[src/ipr_pkg.sv]
`default_nettype none
package ipr_pkg;
  localparam int unsigned ADR_W  = 10;
  localparam int unsigned DAT_W  = 32;
  localparam int unsigned SEL_W  = 4;
  localparam int unsigned REG_W  = 8;
  localparam int unsigned NIB_W  = 4;
  localparam int unsigned ST_W   = 4;
  localparam int unsigned IDX_LO = 2;
  localparam int unsigned IDX_HI = 9;

  // Register indices; byte address is four times the index
  localparam logic [7:0] IDX_OUT_CTRL   = 8'h53;
  localparam logic [7:0] IDX_PIN_A_PHYS = 8'h55;
  localparam logic [7:0] IDX_DATA_ROUTE = 8'h56;
  localparam logic [7:0] IDX_PIN_B_PHYS = 8'h57;
  localparam logic [7:0] IDX_EXT_ROUTE  = 8'h70;
  localparam logic [7:0] IDX_INT_STATUS = 8'h71;
  localparam logic [7:0] IDX_INT_MASK   = 8'h72;
  localparam logic [7:0] IDX_SRC_LEVEL  = 8'h73;

  localparam logic [7:0]  ROUTE_RESET    = 8'h00;
  localparam logic [7:0]  OUT_CTRL_RESET = 8'h00;
  localparam logic [7:0]  OUT_CTRL_MASK  = 8'h88;
  localparam logic [1:0]  EXT_RESET      = 2'h0;
  localparam logic [3:0]  ST_RESET       = 4'h0;
  localparam logic [31:0] DAT_ZERO       = 32'h0000_0000;

  // Field positions
  localparam int unsigned OE_A_BIT    = 3;
  localparam int unsigned OE_B_BIT    = 7;
  localparam int unsigned DATA_A_HI   = 7;
  localparam int unsigned DATA_A_LO   = 4;
  localparam int unsigned DATA_B_HI   = 3;
  localparam int unsigned DATA_B_LO   = 0;
  localparam int unsigned DRDY_BIT    = 3;
  localparam int unsigned PWR_BIT     = 0;
  localparam int unsigned EXT_A_BIT   = 0;
  localparam int unsigned EXT_B_BIT   = 1;
  localparam int unsigned ST_A_PHYS   = 0;
  localparam int unsigned ST_A_DATA   = 1;
  localparam int unsigned ST_B_PHYS   = 2;
  localparam int unsigned ST_B_DATA   = 3;
  localparam int unsigned FLAT_BIT    = 7;

  // Ready, watermark and full are data-driven; power-unit trigger is physical
  localparam logic [3:0] DATA_CLASS_MASK = 4'hE;

  function automatic logic any_hit(input logic [7:0] src, input logic [7:0] route);
    return |(src & route);
  endfunction
endpackage
`default_nettype wire

[src/ipr_router.sv]
// Summary of operation
// - Byte one routes physical sources to pin A
// - Second byte upper nibble: data sources, pin A
// - Second byte lower nibble: data sources, pin B
// - Byte three routes physical sources to pin B
// - One enables a route, zero blocks it
// - Three read-write route bytes, reset to zero
// - External source drives one pin only; pin A wins if both set
// - Ready, watermark, full are data-driven; rest physical
// - Cleared drive enable keeps pin inactive
//
// Local design decision: register access over Wishbone.
`timescale 1ns/1ps
`default_nettype none
module ipr_router (
  input  wire logic                      ref_clk_in,
  input  wire logic                      reset_in,
  input  wire logic                      wb_cyc_in,
  input  wire logic                      wb_stb_in,
  input  wire logic                      wb_we_in,
  input  wire logic [ipr_pkg::ADR_W-1:0] wb_adr_in,
  input  wire logic [ipr_pkg::SEL_W-1:0] wb_sel_in,
  input  wire logic [ipr_pkg::DAT_W-1:0] wb_dat_in,
  output logic      [ipr_pkg::DAT_W-1:0] wb_dat_out,
  output logic                           wb_ack_out,
  input  wire logic [ipr_pkg::REG_W-1:0] phys_src_in,
  input  wire logic [ipr_pkg::NIB_W-1:0] data_src_in,
  input  wire logic                      ext_src_in,
  output logic                           irq_pin_a_out,
  output logic                           irq_pin_a_oe_out,
  output logic                           irq_pin_b_out,
  output logic                           irq_pin_b_oe_out,
  output logic                           irq_out
);
  import ipr_pkg::*;

  logic [REG_W-1:0] pin_a_phys_route_reg;
  logic [REG_W-1:0] data_driven_route_reg;
  logic [REG_W-1:0] pin_b_phys_route_reg;
  logic [REG_W-1:0] out_ctrl_reg;
  logic [1:0]       ext_route_reg;
  logic [ST_W-1:0]  int_status_reg;
  logic [ST_W-1:0]  int_status_next;
  logic [ST_W-1:0]  int_mask_reg;
  logic [DAT_W-1:0] dat_reg;
  logic [DAT_W-1:0] rd_mux;
  logic             ack_reg;
  logic             ext_meta_reg;
  logic             ext_sync_reg;

  wire [7:0]       idx;
  wire             req;
  wire             wr_en;
  wire             hit_out_ctrl;
  wire             hit_pin_a;
  wire             hit_data;
  wire             hit_pin_b;
  wire             hit_ext;
  wire             hit_status;
  wire             hit_mask;
  wire             hit_level;
  wire             ext_eff_a;
  wire             ext_eff_b;
  wire             drive_a;
  wire             drive_b;
  wire             a_phys_hit;
  wire             a_data_hit;
  wire             b_phys_hit;
  wire             b_data_hit;
  wire [ST_W-1:0]  events;
  wire [ST_W-1:0]  w1c;

  // Bus decode
  assign idx          = wb_adr_in[IDX_HI:IDX_LO];
  assign req          = wb_cyc_in & wb_stb_in & ~ack_reg;
  assign wr_en        = req & wb_we_in & wb_sel_in[0];
  assign hit_out_ctrl = (idx == IDX_OUT_CTRL);
  assign hit_pin_a    = (idx == IDX_PIN_A_PHYS);
  assign hit_data     = (idx == IDX_DATA_ROUTE);
  assign hit_pin_b    = (idx == IDX_PIN_B_PHYS);
  assign hit_ext      = (idx == IDX_EXT_ROUTE);
  assign hit_status   = (idx == IDX_INT_STATUS);
  assign hit_mask     = (idx == IDX_INT_MASK);
  assign hit_level    = (idx == IDX_SRC_LEVEL);

  // External source may drive only one pin; pin A takes precedence
  assign ext_eff_a = ext_route_reg[EXT_A_BIT];
  assign ext_eff_b = ext_route_reg[EXT_B_BIT] & ~ext_route_reg[EXT_A_BIT];

  assign drive_a = out_ctrl_reg[OE_A_BIT];
  assign drive_b = out_ctrl_reg[OE_B_BIT];

  // Read mux; unmapped indices read zero and still ack
  always_comb begin
    rd_mux = DAT_ZERO;
    if (hit_out_ctrl) begin
      rd_mux[REG_W-1:0] = out_ctrl_reg;
    end else if (hit_pin_a) begin
      rd_mux[REG_W-1:0] = pin_a_phys_route_reg;
    end else if (hit_data) begin
      rd_mux[REG_W-1:0] = data_driven_route_reg;
    end else if (hit_pin_b) begin
      rd_mux[REG_W-1:0] = pin_b_phys_route_reg;
    end else if (hit_ext) begin
      rd_mux[1:0] = ext_route_reg;
    end else if (hit_status) begin
      rd_mux[ST_W-1:0] = int_status_reg;
    end else if (hit_mask) begin
      rd_mux[ST_W-1:0] = int_mask_reg;
    end else if (hit_level) begin
      rd_mux[REG_W-1:0] = {irq_pin_b_out, irq_pin_a_out, 2'h0, int_status_reg};
    end
  end

  always_ff @(posedge ref_clk_in) begin
    if (reset_in) begin
      ack_reg <= 1'b0;
      dat_reg <= DAT_ZERO;
    end else begin
      ack_reg <= req;
      dat_reg <= (req & ~wb_we_in) ? rd_mux : dat_reg;
    end
  end

  // Routing bytes, drive enables, external route and interrupt mask
  always_ff @(posedge ref_clk_in) begin
    if (reset_in) begin
      pin_a_phys_route_reg  <= ROUTE_RESET;
      data_driven_route_reg <= ROUTE_RESET;
      pin_b_phys_route_reg  <= ROUTE_RESET;
      out_ctrl_reg          <= OUT_CTRL_RESET;
      ext_route_reg         <= EXT_RESET;
      int_mask_reg          <= ST_RESET;
    end else begin
      if (wr_en && hit_pin_a) begin
        pin_a_phys_route_reg <= wb_dat_in[REG_W-1:0];
      end
      if (wr_en && hit_data) begin
        data_driven_route_reg <= wb_dat_in[REG_W-1:0];
      end
      if (wr_en && hit_pin_b) begin
        pin_b_phys_route_reg <= wb_dat_in[REG_W-1:0];
      end
      if (wr_en && hit_out_ctrl) begin
        out_ctrl_reg <= wb_dat_in[REG_W-1:0] & OUT_CTRL_MASK;
      end
      if (wr_en && hit_ext) begin
        ext_route_reg <= wb_dat_in[1:0];
      end
      if (wr_en && hit_mask) begin
        int_mask_reg <= wb_dat_in[ST_W-1:0];
      end
    end
  end

  // External source comes from a pin; two stages before use
  always_ff @(posedge ref_clk_in) begin
    if (reset_in) begin
      ext_meta_reg <= 1'b0;
      ext_sync_reg <= 1'b0;
    end else begin
      ext_meta_reg <= ext_src_in;
      ext_sync_reg <= ext_meta_reg;
    end
  end

  ipr_pin_merge u_pin_a (
    .ref_clk_in      (ref_clk_in),
    .reset_in        (reset_in),
    .phys_src_in     (phys_src_in),
    .phys_route_in   (pin_a_phys_route_reg),
    .data_src_in     (data_src_in),
    .data_route_in   (data_driven_route_reg[DATA_A_HI:DATA_A_LO]),
    .ext_src_in      (ext_sync_reg),
    .ext_route_in    (ext_eff_a),
    .drive_enable_in (drive_a),
    .pin_out         (irq_pin_a_out),
    .phys_hit_out    (a_phys_hit),
    .data_hit_out    (a_data_hit)
  );

  ipr_pin_merge u_pin_b (
    .ref_clk_in      (ref_clk_in),
    .reset_in        (reset_in),
    .phys_src_in     (phys_src_in),
    .phys_route_in   (pin_b_phys_route_reg),
    .data_src_in     (data_src_in),
    .data_route_in   (data_driven_route_reg[DATA_B_HI:DATA_B_LO]),
    .ext_src_in      (ext_sync_reg),
    .ext_route_in    (ext_eff_b),
    .drive_enable_in (drive_b),
    .pin_out         (irq_pin_b_out),
    .phys_hit_out    (b_phys_hit),
    .data_hit_out    (b_data_hit)
  );

  // Sticky status per pin and class; a set beats a same-cycle clear
  assign events = {b_data_hit, b_phys_hit, a_data_hit, a_phys_hit};
  assign w1c    = (wr_en && hit_status) ? wb_dat_in[ST_W-1:0] : ST_RESET;
  assign int_status_next = (int_status_reg & ~w1c) | events;

  always_ff @(posedge ref_clk_in) begin
    if (reset_in) begin
      int_status_reg <= ST_RESET;
    end else begin
      int_status_reg <= int_status_next;
    end
  end

  assign irq_out          = |(int_status_reg & int_mask_reg);
  assign irq_pin_a_oe_out = drive_a;
  assign irq_pin_b_oe_out = drive_b;
  assign wb_ack_out       = ack_reg;
  assign wb_dat_out       = dat_reg;

  a_pin_a_flat: assert property (
    @(posedge ref_clk_in) disable iff (reset_in)
    (phys_src_in[FLAT_BIT] && pin_a_phys_route_reg[FLAT_BIT] && drive_a) |=> irq_pin_a_out)
    else $error("flat routed to pin A did not assert it");

  a_pin_a_ready: assert property (
    @(posedge ref_clk_in) disable iff (reset_in)
    (data_src_in[DRDY_BIT] && data_driven_route_reg[DATA_A_HI] && drive_a) |=> irq_pin_a_out)
    else $error("data ready routed to pin A did not assert it");

  a_pin_b_ready: assert property (
    @(posedge ref_clk_in) disable iff (reset_in)
    (data_src_in[DRDY_BIT] && data_driven_route_reg[DATA_B_HI] && drive_b) |=> irq_pin_b_out)
    else $error("data ready routed to pin B did not assert it");

  a_pin_b_flat: assert property (
    @(posedge ref_clk_in) disable iff (reset_in)
    (phys_src_in[FLAT_BIT] && pin_b_phys_route_reg[FLAT_BIT] && drive_b) |=> irq_pin_b_out)
    else $error("flat routed to pin B did not assert it");

  a_route_off: assert property (
    @(posedge ref_clk_in) disable iff (reset_in)
    (pin_a_phys_route_reg == ROUTE_RESET && data_driven_route_reg[DATA_A_HI:DATA_A_LO] == 4'h0
     && !ext_eff_a) |=> !irq_pin_a_out)
    else $error("pin A asserted with no route set");

  a_route_reset: assert property (
    @(posedge ref_clk_in)
    $fell(reset_in) |-> (pin_a_phys_route_reg == ROUTE_RESET
      && data_driven_route_reg == ROUTE_RESET && pin_b_phys_route_reg == ROUTE_RESET))
    else $error("routing bytes not cleared by reset");

  a_ext_single: assert property (
    @(posedge ref_clk_in) disable iff (reset_in)
    ext_route_reg[EXT_A_BIT] |-> !ext_eff_b)
    else $error("external source routed to both pins");

  a_power_class: assert property (
    @(posedge ref_clk_in) disable iff (reset_in)
    (data_src_in[PWR_BIT] && data_driven_route_reg[DATA_A_LO]) |=> ##1 int_status_reg[ST_A_PHYS])
    else $error("power-unit trigger not classed physical");

  a_drive_off: assert property (
    @(posedge ref_clk_in) disable iff (reset_in)
    !drive_a |=> !irq_pin_a_out)
    else $error("pin A asserted while its drive is off");

  a_pin_or: assert property (
    @(posedge ref_clk_in) disable iff (reset_in)
    $rose(irq_pin_a_out) |-> $past(any_hit(phys_src_in, pin_a_phys_route_reg)
      || |(data_src_in & data_driven_route_reg[DATA_A_HI:DATA_A_LO])
      || (ext_sync_reg && ext_eff_a)))
    else $error("pin A asserted with no routed source active");

  a_pin_b_or: assert property (
    @(posedge ref_clk_in) disable iff (reset_in)
    $rose(irq_pin_b_out) |-> $past(any_hit(phys_src_in, pin_b_phys_route_reg)
      || |(data_src_in & data_driven_route_reg[DATA_B_HI:DATA_B_LO])
      || (ext_sync_reg && ext_eff_b)))
    else $error("pin B asserted with no routed source active");

  a_route_off_b: assert property (
    @(posedge ref_clk_in) disable iff (reset_in)
    (pin_b_phys_route_reg == ROUTE_RESET && data_driven_route_reg[DATA_B_HI:DATA_B_LO] == 4'h0
     && !ext_eff_b) |=> !irq_pin_b_out)
    else $error("pin B asserted with no route set");

  a_drive_off_b: assert property (
    @(posedge ref_clk_in) disable iff (reset_in)
    !drive_b |=> !irq_pin_b_out)
    else $error("pin B asserted while its drive is off");

  // Watches the pin itself, not only the precedence wire
  a_ext_pin_b: assert property (
    @(posedge ref_clk_in) disable iff (reset_in)
    (ext_sync_reg && ext_route_reg[EXT_A_BIT] && pin_b_phys_route_reg == ROUTE_RESET
     && data_driven_route_reg[DATA_B_HI:DATA_B_LO] == 4'h0) |=> !irq_pin_b_out)
    else $error("external source reached pin B while routed to pin A");

  a_ext_pin_a: assert property (
    @(posedge ref_clk_in) disable iff (reset_in)
    (ext_sync_reg && ext_route_reg[EXT_A_BIT] && drive_a) |=> irq_pin_a_out)
    else $error("external source routed to pin A did not assert it");

  a_ready_class: assert property (
    @(posedge ref_clk_in) disable iff (reset_in)
    (data_src_in[DRDY_BIT] && data_driven_route_reg[DATA_A_HI])
      |=> ##1 int_status_reg[ST_A_DATA])
    else $error("data ready not classed data-driven");
endmodule // ipr_router
`default_nettype wire

[src/ipr_pin_merge.sv]
`timescale 1ns/1ps
`default_nettype none
module ipr_pin_merge (
  input  wire logic                      ref_clk_in,
  input  wire logic                      reset_in,
  input  wire logic [ipr_pkg::REG_W-1:0] phys_src_in,
  input  wire logic [ipr_pkg::REG_W-1:0] phys_route_in,
  input  wire logic [ipr_pkg::NIB_W-1:0] data_src_in,
  input  wire logic [ipr_pkg::NIB_W-1:0] data_route_in,
  input  wire logic                      ext_src_in,
  input  wire logic                      ext_route_in,
  input  wire logic                      drive_enable_in,
  output logic                           pin_out,
  output logic                           phys_hit_out,
  output logic                           data_hit_out
);
  import ipr_pkg::*;

  logic pin_reg;
  logic phys_hit_reg;
  logic data_hit_reg;
  wire  phys_hit;
  wire  data_hit;

  // Power-unit trigger and external source count as physical
  assign phys_hit = any_hit(phys_src_in, phys_route_in)
                  | (data_src_in[PWR_BIT] & data_route_in[PWR_BIT])
                  | (ext_src_in & ext_route_in);
  assign data_hit = |(data_src_in & data_route_in & DATA_CLASS_MASK);

  always_ff @(posedge ref_clk_in) begin
    if (reset_in) begin
      pin_reg      <= 1'b0;
      phys_hit_reg <= 1'b0;
      data_hit_reg <= 1'b0;
    end else begin
      pin_reg      <= drive_enable_in & (phys_hit | data_hit);
      phys_hit_reg <= phys_hit;
      data_hit_reg <= data_hit;
    end
  end

  assign pin_out      = pin_reg;
  assign phys_hit_out = phys_hit_reg;
  assign data_hit_out = data_hit_reg;
endmodule // ipr_pin_merge
`default_nettype wire

[config.mk]
export PLATFORM = sky130hd
export DESIGN_NAME = ipr_router
export DESIGN_NICKNAME = d
export VERILOG_FILES = /design/src/ipr_pkg.sv /design/src/ipr_router.sv /design/src/ipr_pin_merge.sv
export SDC_FILE = /design/constraint.sdc
export NUM_CORES = 1
export LEC_CHECK = 0
export BUFFER_PORTS_ARGS = -buffer_cell sky130_fd_sc_hd__buf_2
export CORE_MARGIN = 2
export CORE_UTILIZATION = 40
export CTS_CLUSTER_SIZE = 25
export DETAILED_ROUTE_END_ITERATION = 6
export PLACE_DENSITY_LB_ADDON = 0.2
export SYNTH_ARGS = -nofsm -noshare
export SYNTH_HDL_FRONTEND = slang
export SYNTH_SLANG_ARGS = --single-unit
[constraint.sdc]
create_clock -name ref_clk_in -period 2.5 [get_ports ref_clk_in]
set_clock_uncertainty 0.15 [all_clocks]
set_input_delay 0.375 -clock ref_clk_in [delete_from_list [all_inputs] [get_ports ref_clk_in]]
set_output_delay 0.375 -clock ref_clk_in [all_outputs]
set_load 0.05 [all_outputs]
---- Word-level counts from Yosys, hierarchy flattened ----
Index checks and enable logic that the tools add are counted.
word-level totals
  memory bits (read-only) ................. 0
  word-level logic and storage cells ...... 78
  bits of input ports ..................... 64
  register bits after elaboration ......... 53
  memories ................................ 0
  RAM bits ................................ 0
  bits in latches ......................... 0
operators by class
  multipliers ............................. 0
  divide/modulo/power cells ............... 0
  equality and inequality tests ........... 8
  shift operators ......................... 0
  $add $sub $neg .......................... 0
  magnitude comparators ................... 0
  mux-type cells .......................... 12
  reduce and logical (&&, ||, !) cells .... 12
  bitwise logic cells ..................... 29
operators with widths
  cell                                                                    count
  8-bit by 7-bit equality test with 1-bit output (second input constant)  8
  8-bit 2-to-1 mux                                                        5
  4-bit 2-to-1 mux                                                        5
  4-bit AND                                                               4
  8-bit AND                                                               2
  8-bit OR reduction                                                      2
  1-bit AND                                                               12
  1-bit logical AND                                                       7
  6-bit 2-to-1 mux                                                        1
  1-bit bitwise OR                                                        6
  3-bit OR reduction                                                      2
  4-bit NOT                                                               1
  4-bit bitwise OR                                                        1
  4-bit OR reduction                                                      1
  1-bit NOT                                                               3
  2-bit 2-to-1 mux                                                        1

---- Logic depth before layout (Yosys ltp) ----
Gate-level depths: netlist of run 1.
  word-level depth ........................ 9
  gate-level depth with buffers ........... 7
  mapped depth without buffers ............ 4

---- By module ----
From an unflattened synthesis of run 1, not the netlist that was laid out.
second synthesis, totals
  cells, all modules ...................... 309
  area total of the unflattened synthesis .. 2777.7 µm²
by module, submodules not included
  module         area each (µm²)  seq. area each (µm²)  instances  cells an instance
  ipr_router     2489.9           940.9                 1          281
  ipr_pin_merge  143.9            60.1                  2          14

---- Worst setup path before layout of run 1 ----
OpenSTA, ideal clock, no wires.
  kind .................................... register to register
  start ................................... register ack_reg, in the netlist wb_ack_out
  end ..................................... register out_ctrl_reg[3]
  buffers on the path ..................... 3
  setup time .............................. 0.132 ns
  setup slack ............................. 0.682 ns
  data arrival time ....................... 1.536 ns
  required time ........................... 2.218 ns
  period minus slack after synthesis ...... 1.818 ns
  cell stages (with the launch flop) ...... 8
  cells stage by stage .................... dfxtp_1 and3b_1 buf_2 and2_1 buf_4 buf_6 nand3_1 a21oi_1
on the way
  word-level cells in the longest chain between the ends .. 5
RTL lines
  element                 line               RTL
  from (decl)             ipr_router.sv:47   logic ack_reg;
  from (signal assigned)  ipr_router.sv:120  ack_reg <= req;
  1-bit NOT               ipr_router.sv:75   assign req = wb_cyc_in & wb_stb_in & ~ack_reg;
  1-bit AND               ipr_router.sv:75
  1-bit AND (2 in a row)  ipr_router.sv:76   assign wr_en = req & wb_we_in & wb_sel_in[0];
  1-bit logical AND       ipr_router.sv:144  if (wr_en && hit_out_ctrl) begin
  to (signal assigned)    ipr_router.sv:145  out_ctrl_reg <= wb_dat_in[REG_W-1:0] & OUT_CTRL_MASK;
  to (decl)               ipr_router.sv:40   logic [REG_W-1:0] out_ctrl_reg;
Every way passes these cells.
A chain may end at the register's enable or synchronous reset.

---- Worst setup path in the final report of run 1 ----
  start ................................... register ack_reg, in the netlist wb_ack_out
  end ..................................... register pin_b_phys_route_reg[1]
on the way
  word-level cells in the longest chain between the ends .. 5
RTL lines
  element                 line               RTL
  1-bit NOT               ipr_router.sv:75
  1-bit AND               ipr_router.sv:75
  1-bit AND (2 in a row)  ipr_router.sv:76
  1-bit logical AND       ipr_router.sv:141  if (wr_en && hit_pin_b) begin
  to (signal assigned)    ipr_router.sv:142  pin_b_phys_route_reg <= wb_dat_in[REG_W-1:0];
  to (decl)               ipr_router.sv:39   logic [REG_W-1:0] pin_b_phys_route_reg;
Every way passes these cells.

==> summary.md, run 1 <==
| Metric | Value |
|---|---|
| Status | finished, final reports clean |
| Simple-gate portion of the synthesized area | 0.231 |
| Leak | 0.00128 uW |
| Antenna-violating nets left | 0 |
| CP max stage delay | 0.41 ns |
| Dpl cells | 470 |
| Worst path slowest cell | nand2_1 |
| Via Count | 2706 |
| Mux share of post-synthesis cell area | 0.0420 |
| Max-Cap Viols | 0 |
| Final slew viol count | 0 |
| Grt peak-use layer | met2 |
| Max clock buf depth | 2 |
| Unrepaired setup endpoints after global routing | no |
| Min Clock Period, post-route | 1.81 ns |
| Total grt overflow | 0 |
| Compound-gate portion of the synthesized area | 0.233 |
| Sequential power share | 0.510 |
| Pwr dens | 516 nW/um^2 |
| CTS clk-pin slew, worst paths | 0.09 ns |
| Clock power frac | 0.351 |
| Postcts setup bufs | 0 |
| FF/Latch Area | 1060 um^2 |
| Setup crit start kind | flop |
| H-tree Lvls | 2 |
| WL per Instance | 17.8 um |
| Ys flop type | dfxtp_1 |
| Max IR drop VDD | 0.000307 V |
| Core box area | 7180 um^2 |
| DRT Wirelength | 8530 um |
| CTS tree | built |
| Post-synthesis xor/xnor area fraction | 0 |
| Nets | 442 |
| Slew HR | 0.643 |
| Crit path cell chain | and3b_1 > nand2_1 > o21ai_0 > a21oi_1 |
| DP HPWL | 6280 um |
| Arrival @ worst endpoint | 1.84 ns |
| CP Capture Type | flop |
| CP max FO | 16 |
| Die area | 7990 um^2 |
| Highest clock rate | 0.551 GHz |
| Hold Violations, Final | 0 |
| TritonRoute pass-1 iters | 5 |
| Multi-input logic area | 1570 um^2 |
| Vias in the first global route | 2445 |
| Overall power | 1660 uW |
| RD Place Congestion | 0.883 |
| Final setup fails | 0 |
| Sink Count | 53 |
| Seq/Total Area, Yosys | 0.364 |
| N_diodes | 0 |
| # fillers | 748 |
| Io pins | 102 |
| Die X | 89.4 um |
| Layout cell share with drive strength beyond 1 | 0.206 |
| # rows | 31 |
| Area share of fa/ha/maj cells after synthesis | 0 |
| Post-Synthesis Cell Area | 2920 um^2 |
| Avg Cell Area, Syn | 8.63 um^2 |
| Total Neg Setup Slack | 0 ns |
| Async set-reset flop share out of synthesis | 0 |
| Initial core utilization | 0.407 |
| Post-CTS sizing | 0 |
| Met1 usage in global routing | 0.321 |
| Hold Path Class | input pin to flop |
| # hold bufs at CTS | 0 |
| Switching pwr | 465 uW |
| Initial antenna violation count | 0 |
| First-pass GRT wire length | 13300 um |
| Synth Instances | 338 |
| Main combinational cell family by area after synthesis | compound AO/OA/AOI/OAI gates |
| M2 GR Usage | 0.333 |
| EDFF count, synth | 0 |
| Area Growth Syn to Fin | 10.5% |
| Synthesis Warnings | 0 |
| Largest net degree at the start of global routing | 30 |
| CTS Root Cell | clkbuf_8 |
| Crit share post-route | 0.726 |
| Skew-Pair Late Insertion Delay | 0.31 ns |
| Synth unique cells | 60 |
| Int Pwr | 1200 uW |
| Tot GR Track Use | 0.222 |
| Tightest Pin Transition | 0.535 ns |
| Remaining DRCs | 0 |
| Worst reg2reg setup slack | 0.69 ns |
| Vias per inst | 5.66 |
| Crit Path Class | flop to flop |
| Part of the power in combinational logic | 0.139 |
| Grt met3 use | 0.0360 |
| Switching Share | 0.279 |
| Yosys reg bits | 53 |
| Die H | 89.4 um |
| CTS buffer count | 5 |
| Most common cell after layout, fill and taps aside | dfxtp_1 |
| Starting DRT DRC Count | 246 |
| IO Port Bufs | 48 |
| Commonest cells after routing, fill and taps aside | 53 x dfxtp_1, 48 x buf_2, 32 x a21oi_1 |
| Worst Path Required | 2.53 ns |
| CP delay by family, top | simple AND/OR/NAND/NOR gates |
| Final cell count without fillers | 478 |
| Buffers & Inverters on Critical Path | 0 |
## cells by family after synthesis
family | after synthesis
other cells | 1
simple gates | 109
buf+inv | 60
compound gates | 103
flops | 53
mux | 12
## worst paths after layout
kind	from	endpoint	cells past startpoint
worst max register to register	wb_ack_out	pin_b_phys_route_reg[1]	4
worst min register to register	u_pin_a.data_hit_out	int_status_reg[1]	2
worst min-delay path	ext_src_in	ext_meta_reg	2
worst max-delay path	wb_ack_out	pin_b_phys_route_reg[1]	4
## routing by layer
layer  up-vias  share of wire
met2       122           0.45
met5         -              0
met3        21          0.055
met4         0          0.029
li1       1280              -
met1      1283           0.46
## layout make-up
class	count	area share
multi-input cells	248	0.485
flip-flops and latches	53	0.329
repair buffers	59	0.100
well taps	99	0.0384
clock buffers	6	0.0225
inverters	11	0.0128
clock inverters	2	0.0120
## power groups by stage
| stage | Combinational [uW] | Clock, uW | Sequential, uW |
|---|---|---|---|
| final | 231 | 584 | 849 |
| after global routing | 247 | 639 | 850 |
| after CTS | 228 | 601 | 849 |
| after detailed placement | 228 | 0 | 869 |
| after global placement | 228 | 0 | 869 |
| after floorplan | 189 | 0 | 876 |
## Yosys cell counts (2+ instances only)
cell type   n  area share
a31oi_1     2      0.0043
o31ai_1     6       0.015
nand2_1    13       0.017
nor3_1      4      0.0069
a22o_1      5       0.015
nor2b_1     5       0.011
a32o_1      2      0.0069
a21boi_0    2      0.0051
and2_1      3      0.0064
o211ai_1    2      0.0051
nand3b_1    2      0.0051
o21a_1      2      0.0051
buf_6       5       0.019
clkbuf_1    6      0.0077
buf_2       7       0.012
buf_4      27       0.069
nor2_1     18       0.023
and4_1      3      0.0090
a21o_1      2      0.0051
a222oi_1    3       0.010
a21oi_1    32       0.055
nand3_1    31       0.053
dfxtp_1    53        0.36
and4bb_1    2      0.0086
clkbuf_2    4      0.0069
nand2b_1    3      0.0064
a32oi_1     2      0.0060
a22oi_1     4       0.010
o21ai_0    23       0.039
nand4bb_1   4       0.015
mux2i_1    10       0.034
a221oi_1    6       0.018
nand4_1     4      0.0086
and3b_1     4       0.012
mux2_2      2      0.0077
inv_1      11       0.014
## stage by stage
step                utilization  instance area, um^2  worst slack [ns]  hold WS, ns
detailed placement        0.434                 3110             0.431        0.272
finish                    0.450                 3230             0.685        0.132
global placement          0.434                 3110             0.427        0.269
CTS                       0.450                 3230             0.730        0.131
floorplan                     -                 3000             0.682        0.261
global route              0.450                 3230             0.599        0.161
Note: power is estimated with default switching activity, not from simulation.
==> run 2, diff against run 1 <==
- clock period: 2.5 -> 1.8 ns (I/O delays scaled with it)
==> run 2 against run 1 <==
Critical path depth unchanged. Combinational power is 45% higher. Clock power grew 41%. Largest power group unchanged. Maximum frequency up 7.7%. First-iteration DRC count is 40% lower. Non-clock buffer count increased by 9.
==> summary.md, run 2 (same netlist as run 1, synthesis figures left out) <==
| Metric | Value |
|---|---|
| Die H | 89.4 um (unchanged) |
| Status | finished, final reports clean (unchanged) |
| Hold endpoint | ext_meta_reg (unchanged) |
| Most common cell after layout, fill and taps aside | dfxtp_1 (unchanged) |
| Hold path start | ext_src_in (unchanged) |
| Skew-Pair Late Insertion Delay | 0.31 ns (about the same) |
| Total grt overflow | 0 (unchanged) |
| Commonest cells after routing, fill and taps aside | 52 x dfxtp_1, 48 x buf_2, 32 x a21oi_1 (was 53 x dfxtp_1, 48 x buf_2, 32 x a21oi_1) |
| Max-Cap Viols | 0 (unchanged) |
| Die X | 89.4 um (unchanged) |
| CP Capture Type | flop (unchanged) |
| CP max FO | 10 (was 16) |
| Worst path slowest cell | and3b_1 (was nand2_1) |
| Pwr dens | 705 nW/um^2 (was 516 nW/um^2) |
| Dpl ws | -0.0177 ns (was 0.431 ns) |
| Die area | 7990 um^2 (unchanged) |
| Vias per inst | 5.65 (was 5.66) |
| Core box area | 7180 um^2 (unchanged) |
| Max clock buf depth | 2 (unchanged) |
| Max IR drop VDD | 0.000467 V (was 0.000307 V) |
| Remaining DRCs | 0 (unchanged) |
| CP max stage delay | 0.36 ns (was 0.41 ns) |
| Crit share post-route | 0.936 (was 0.726) |
| Final setup fails | 0 (unchanged) |
| Arrival @ worst endpoint | 1.74 ns (was 1.84 ns) |
| IO Port Bufs | 48 (unchanged) |
| First-pass GRT wire length | 13200 um (was 13300 um) |
| Nets | 451 (was 442) |
| DRT Wirelength | 8500 um (was 8530 um) |
| Area Growth Syn to Fin | 13.6% (was 10.5%) |
| RR Endpoint | int_status_reg[2] (was pin_b_phys_route_reg[1]) |
| Vias in the first global route | 2418 (was 2445) |
| Sink Count | 53 (unchanged) |
| Tot GR Track Use | 0.220 (was 0.222) |
| Initial core utilization | 0.407 (unchanged) |
| Dpl cells | 479 (was 470) |
| Hold Violations, Final | 0 (unchanged) |
| N_diodes | 0 (unchanged) |
| Unrepaired setup endpoints after global routing | no (unchanged) |
| Worst R2R Start | wb_ack_out (unchanged) |
| Initial antenna violation count | 0 (unchanged) |
| Final slew viol count | 0 (unchanged) |
| CP delay by family, top | simple AND/OR/NAND/NOR gates (unchanged) |
| Via Count | 2745 (was 2706) |
| Worst-case reg-to-reg path depth | 4 (unchanged) |
| Final instance area | 3320 um^2 (was 3230 um^2) |
| Antenna-violating nets left | 0 (unchanged) |
| Layout cell share with drive strength beyond 1 | 0.227 (was 0.206) |
| Crit path cell chain | and3b_1 > nand4_2 > o31ai_1 > a21oi_1 (was and3b_1 > nand2_1 > o21ai_0 > a21oi_1) |
| Highest clock rate | 0.594 GHz (was 0.551 GHz) |
| Largest net degree at the start of global routing | 22 (was 30) |
| Setup crit start kind | flop (unchanged) |
| CTS buffer count | 5 (unchanged) |
| TritonRoute pass-1 iters | 5 (unchanged) |
| Hold path depth | 2 (unchanged) |
| Buffers & Inverters on Critical Path | 0 (unchanged) |
| RD Place Congestion | 0.885 (was 0.883) |
| Worst Path Required | 1.86 ns (was 2.53 ns) |
| # rows | 31 (unchanged) |
| Post-CTS sizing | 0 (unchanged) |
| WL per Instance | 17.5 um (was 17.8 um) |
| Total Neg Setup Slack | 0 ns (unchanged) |
| Cell Area, Placed | 3210 um^2 (was 3110 um^2) |
| Starting DRT DRC Count | 148 (was 246) |
| Final cell count without fillers | 486 (was 478) |
| Hold Path Class | input pin to flop (unchanged) |
| CTS Root Cell | clkbuf_8 (unchanged) |
| CTS tree | built (unchanged) |
| Final worst setup slack | 0.115 ns (was 0.685 ns) |
| CTS clk-pin slew, worst paths | 0.10 ns (was 0.09 ns) |
| Min Clock Period, post-route | 1.68 ns (was 1.81 ns) |
| Worst reg2reg setup slack | 0.12 ns (was 0.69 ns) |
| Leak | 0.00133 uW (was 0.00128 uW) |
| Crit Path Class | flop to flop (unchanged) |
| Overall power | 2340 uW (was 1660 uW) |
| # hold bufs at CTS | 0 (unchanged) |
| H-tree Lvls | 2 (unchanged) |
| Postcts setup bufs | 0 (unchanged) |
| DP HPWL | 6450 um (was 6280 um) |
| Io pins | 102 (unchanged) |
-- run 2: cell types whose count changed in the layout (fill, tap and decap cells not counted), sizes merged --
cell / previous run / this run
clkinv: 1 / 0
inv: 11 / 12
clkbuf: 6 / 5
buf: 59 / 68
-- run 2: report_power, final --
| group | switching, uW | total, uW | leakage, uW | internal (uW) |
|---|---|---|---|---|
| combinational | 252 | 335 | 0.000844 | 82.9 |
| clock | 409 | 822 | 0.0000546 | 413 |
| sequential | 2.49 | 1180 | 0.000428 | 1180 |
-- run 2: area by class of cell --
| cell class | instances | area [um^2] |
|---|---|---|
| well taps | 99 | 124 |
| inverters | 11 | 41.3 |
| clock inverters | 2 | 38.8 |
| fillers | 740 | 3860 |
| flip-flops and latches | 53 | 1060 |
| repair buffers | 68 | 415 |
| multi-input cells | 248 | 1570 |
| clock buffers | 5 | 68.8 |
-- run 2: routing by layer --
metal  vias to the layer above  part of all wire  track usage  routed length [um]
li1                       1296                 -            -                   -
met1                      1306              0.45        0.307                3800
met2                       132              0.46        0.347                3920
met3                        11             0.078       0.0425                 662
met4                         0             0.014       0.0583                 122
met5                         -                 0            0                   0
-- run 2: stage by stage --
step | hold slack (ns) | util
finish | 0.0236 | 0.462
CTS | 0.0246 | 0.462
global route | 0.0402 | 0.462
detailed placement | 0.273 | 0.447
global placement | 0.269 | 0.447
floorplan | 0.201 | -
-- run 2: how the worst max path moves through the flow --
stage | from | depth (start not counted) | endpoint | slack (ns)
after floorplan | wb_ack_out | 7 | out_ctrl_reg[3] | 0.15
after global placement | wb_adr_in[9] | 6 | int_status_reg[1] | -0.003
after detailed placement | wb_adr_in[9] | 6 | int_status_reg[2] | -0.02
after CTS | wb_ack_out | 4 | int_status_reg[2] | 0.13
after global routing | wb_ack_out | 4 | int_status_reg[2] | 0.02
final | wb_ack_out | 4 | int_status_reg[2] | 0.12
==> run 3, diff against run 2 <==
- CORE_UTILIZATION: 40 -> 49
- CTS_CLUSTER_SIZE: 25 -> 14
- SYNTH_HIERARCHICAL: unset -> 1
==> run 3 against run 2 <==
Die area shrank 21%. First-iteration DRC count grew 39%. Critical path depth unchanged. Largest power group unchanged. Non-clock buffer count rose by 16. Global-route usage grew 2.7 points. Final cell count fell by 6.6%. Clock-buffer cell count is 1 higher. Highest routed layer unchanged.
==> summary.md, run 3 <==
| Metric | Value |
|---|---|
| Status | finished, final reports clean (unchanged) |
| CTS tree | built (unchanged) |
| CTS clk-pin slew, worst paths | 0.10 ns (about the same) |
| Pwr dens | 703 nW/um^2 (was 705 nW/um^2) |
| Synth unique cells | 53 (was 60) |
| WL per Instance | 16.0 um (was 17.5 um) |
| IO Port Bufs | 48 (unchanged) |
| DP HPWL | 5660 um (was 6450 um) |
| Yosys reg bits | 53 (unchanged) |
| Hold path depth | 2 (unchanged) |
| Synth top area share | 0.382 (was 0.364) |
| Largest net degree at the start of global routing | 25 (was 22) |
| # rows | 27 (was 31) |
| Max-Cap Viols | 0 (unchanged) |
| Highest clock rate | 0.574 GHz (was 0.594 GHz) |
| Final setup fails | 0 (unchanged) |
| CTS Root Cell | clkbuf_8 (unchanged) |
| Async set-reset flop share out of synthesis | 0 (unchanged) |
| Worst reg2reg setup slack | 0.06 ns (was 0.12 ns) |
| RR Endpoint | int_mask_reg[0] (was int_status_reg[2]) |
| Initial antenna violation count | 0 (unchanged) |
| Area Growth Syn to Fin | 21.2% (was 13.6%) |
| Post-Synthesis Cell Area | 2780 um^2 (was 2920 um^2) |
| Skew-Pair Late Insertion Delay | 0.32 ns (was 0.31 ns) |
| Hold endpoint | ext_meta_reg (unchanged) |
| Max IR drop VDD | 0.000508 V (was 0.000467 V) |
| Die X | 79.3 um (was 89.4 um) |
| CP Capture Type | flop (unchanged) |
| Worst-case reg-to-reg path depth | 4 (unchanged) |
| Most frequent cells after synthesis | 53 x dfxtp_1, 29 x nand2_1, 25 x buf_4 (was 53 x dfxtp_1, 32 x a21oi_1, 31 x nand3_1) |
| Remaining DRCs | 0 (unchanged) |
| Unrepaired setup endpoints after global routing | no (unchanged) |
| Sequential power share | 0.497 (was 0.505) |
| Initial core utilization | 0.504 (was 0.407) |
| Part of the power in combinational logic | 0.143 (about the same) |
| Total grt overflow | 0 (unchanged) |
| First-pass GRT wire length | 11800 um (was 13200 um) |
| Cell Area, Placed | 3230 um^2 (was 3210 um^2) |
| Ys flop type | dfxtp_1 (unchanged) |
| CP max stage delay | 0.55 ns (was 0.36 ns) |
| Vias per inst | 5.56 (was 5.65) |
| Synthesis Warnings | 6 (was 0) |
| Crit Path Class | flop to flop (unchanged) |
| Tot GR Track Use | 0.247 (was 0.220) |
| Worst R2R Start | wb_ack_out (unchanged) |
| CP max FO | 5 (was 10) |
| Vias in the first global route | 2316 (was 2418) |
| Critical Path Source | wb_ack_out (unchanged) |
| Cell accounting for the most synthesized area | dfxtp_1 (unchanged) |
| Leak | 0.00138 uW (was 0.00133 uW) |
| Synth top area cells | dfxtp_1 38%, mux2i_1 8.6%, buf_4 6.8% (was dfxtp_1 36%, buf_4 6.9%, a21oi_1 5.5%) |
| Clock power frac | 0.360 (was 0.352) |
| Nets | 445 (was 451) |
| Core box area | 5510 um^2 (was 7180 um^2) |
| Max clock buf depth | 2 (unchanged) |
| Io pins | 102 (unchanged) |
| Switching Share | 0.271 (was 0.284) |
| Most frequent cell after synthesis | dfxtp_1 (unchanged) |
| Slew HR | 0.558 |
| Final slew viol count | 0 (unchanged) |
| Crit path cell chain | nand3b_4 > or2_4 > or4b_4 > mux2i_1 (was and3b_1 > nand4_2 > o31ai_1 > a21oi_1) |
| Die H | 79.3 um (was 89.4 um) |
| Crit share post-route | 0.968 (was 0.936) |
| Worst path slowest cell | or4b_4 (was and3b_1) |
| Sink Count | 53 (unchanged) |
| Hold Path Class | input pin to flop (unchanged) |
| N_diodes | 0 (unchanged) |
| Starting DRT DRC Count | 205 (was 148) |
| RD Place Congestion | 0.871 (was 0.885) |
| EDFF count, synth | 0 (unchanged) |
| Antenna-violating nets left | 0 (unchanged) |
| Via Count | 2522 (was 2745) |
| Most common cell after layout, fill and taps aside | dfxtp_1 (unchanged) |
| Final instance area | 3370 um^2 (was 3320 um^2) |
| Seq/Total Area, Yosys | 0.382 (was 0.364) |
| Commonest cells after routing, fill and taps aside | 52 x dfxtp_1, 48 x buf_2, 33 x buf_4 (was 52 x dfxtp_1, 48 x buf_2, 32 x a21oi_1) |
| TritonRoute pass-1 iters | 6 (was 5) |
| Layout cell share with drive strength beyond 1 | 0.291 (was 0.227) |
| Worst Path Required | 1.86 ns (about the same) |
| DRT Wirelength | 7270 um (was 8500 um) |
| Switching pwr | 642 uW (was 663 uW) |
| Tightest Pin Transition | 0.662 ns |
| Hold Violations, Final | 0 (unchanged) |
| Synth Instances | 309 (was 338) |
| Int Pwr | 1730 uW (was 1670 uW) |
| Dpl cells | 446 (was 479) |
| Hold path start | ext_src_in (unchanged) |
| H-tree Lvls | 2 (unchanged) |
| Arrival @ worst endpoint | 1.80 ns (was 1.74 ns) |
| Setup crit start kind | flop (unchanged) |
| Die area | 6290 um^2 (was 7990 um^2) |
| Avg Cell Area, Syn | 8.99 um^2 (was 8.63 um^2) |
| Final cell count without fillers | 454 (was 486) |
| Min Clock Period, post-route | 1.74 ns (was 1.68 ns) |
| CTS buffer count | 5 (unchanged) |
-- run 3: through the flow --
stage | setup slack, ns | power, uW | setup TNS [ns] | utilization | hold WS (ns)
global placement | -0.0912 | 1540 | -1.49 | 0.587 | 0.270
CTS | 0.0234 | 2380 | 0 | 0.611 | 0.00301
floorplan | -0.0966 | 1450 | -0.385 | - | 0.189
global route | 0.00371 | 2450 | 0 | 0.611 | 0.0342
detailed placement | -0.107 | 1540 | -1.70 | 0.587 | 0.275
finish | 0.0585 | 2370 | 0 | 0.611 | 0.00786
-- run 3: logic make-up after synthesis --
logic type,Yosys count,synth area share
AND/OR/NAND/NOR,102,0.220
AO/OA/AOI/OAI,75,0.189
flip-flops,53,0.382
buffers and inverters,50,0.105
multiplexers,28,0.103
other,1,0.00135
-- run 3: repair_timing --
action,in CTS,in global routing
pin swaps,2,3
endpoints found under the setup margin,12,15
hold buffers,0,0
gates resized for setup,3,1
hold endpoints to repair,0,0
buffers inserted,1,0
-- run 3: final cells by class --
type | count | area [um^2]
inverter | 8 | 30.0
tap | 72 | 90.1
fill | 516 | 2140
clock inverter | 2 | 36.3
timing repair buffer | 84 | 539
clock buffer | 6 | 82.6
sequential | 53 | 1060
multi-input combinational | 229 | 1520
-- run 3: worst max path at each step --
| stage | end | depth (start not counted) |
|---|---|---|
| global route | data_driven_route_reg[1] | 6 |
| floorplan | int_mask_reg[0] | 5 |
| CTS | ext_route_reg[1] | 4 |
| global placement | data_driven_route_reg[6] | 7 |
| detailed placement | data_driven_route_reg[4] | 7 |
| finish | int_mask_reg[0] | 4 |
-- run 3: power by group through the flow --
| stage | registers [uW] | logic, uW | clock network, uW |
|---|---|---|---|
| 2_1_floorplan | 1210 | 241 | 0 |
| 3_3_place_gp | 1200 | 334 | 0 |
| 3_5_place_dp | 1200 | 336 | 0 |
| 4_1_cts | 1180 | 335 | 868 |
| 5_1_grt | 1180 | 362 | 911 |
| 6_report | 1180 | 338 | 853 |
-- run 3: layer usage --
| metal | track usage | vias up | wire length (um) |
|---|---|---|---|
| li1 | - | 1226 | - |
| met1 | 0.348 | 1178 | 3360 |
| met2 | 0.382 | 105 | 3300 |
| met3 | 0.0420 | 13 | 466 |
| met4 | 0.0845 | 0 | 150 |
| met5 | 0 | - | 0 |
-- run 3: critical path: cells and delay by family, from the launching register on --
kind / cells / cell delay [ns]
and+or+nand+nor: 3 / 0.99
muxes: 1 / 0.14
DFF: 1 / 0.35
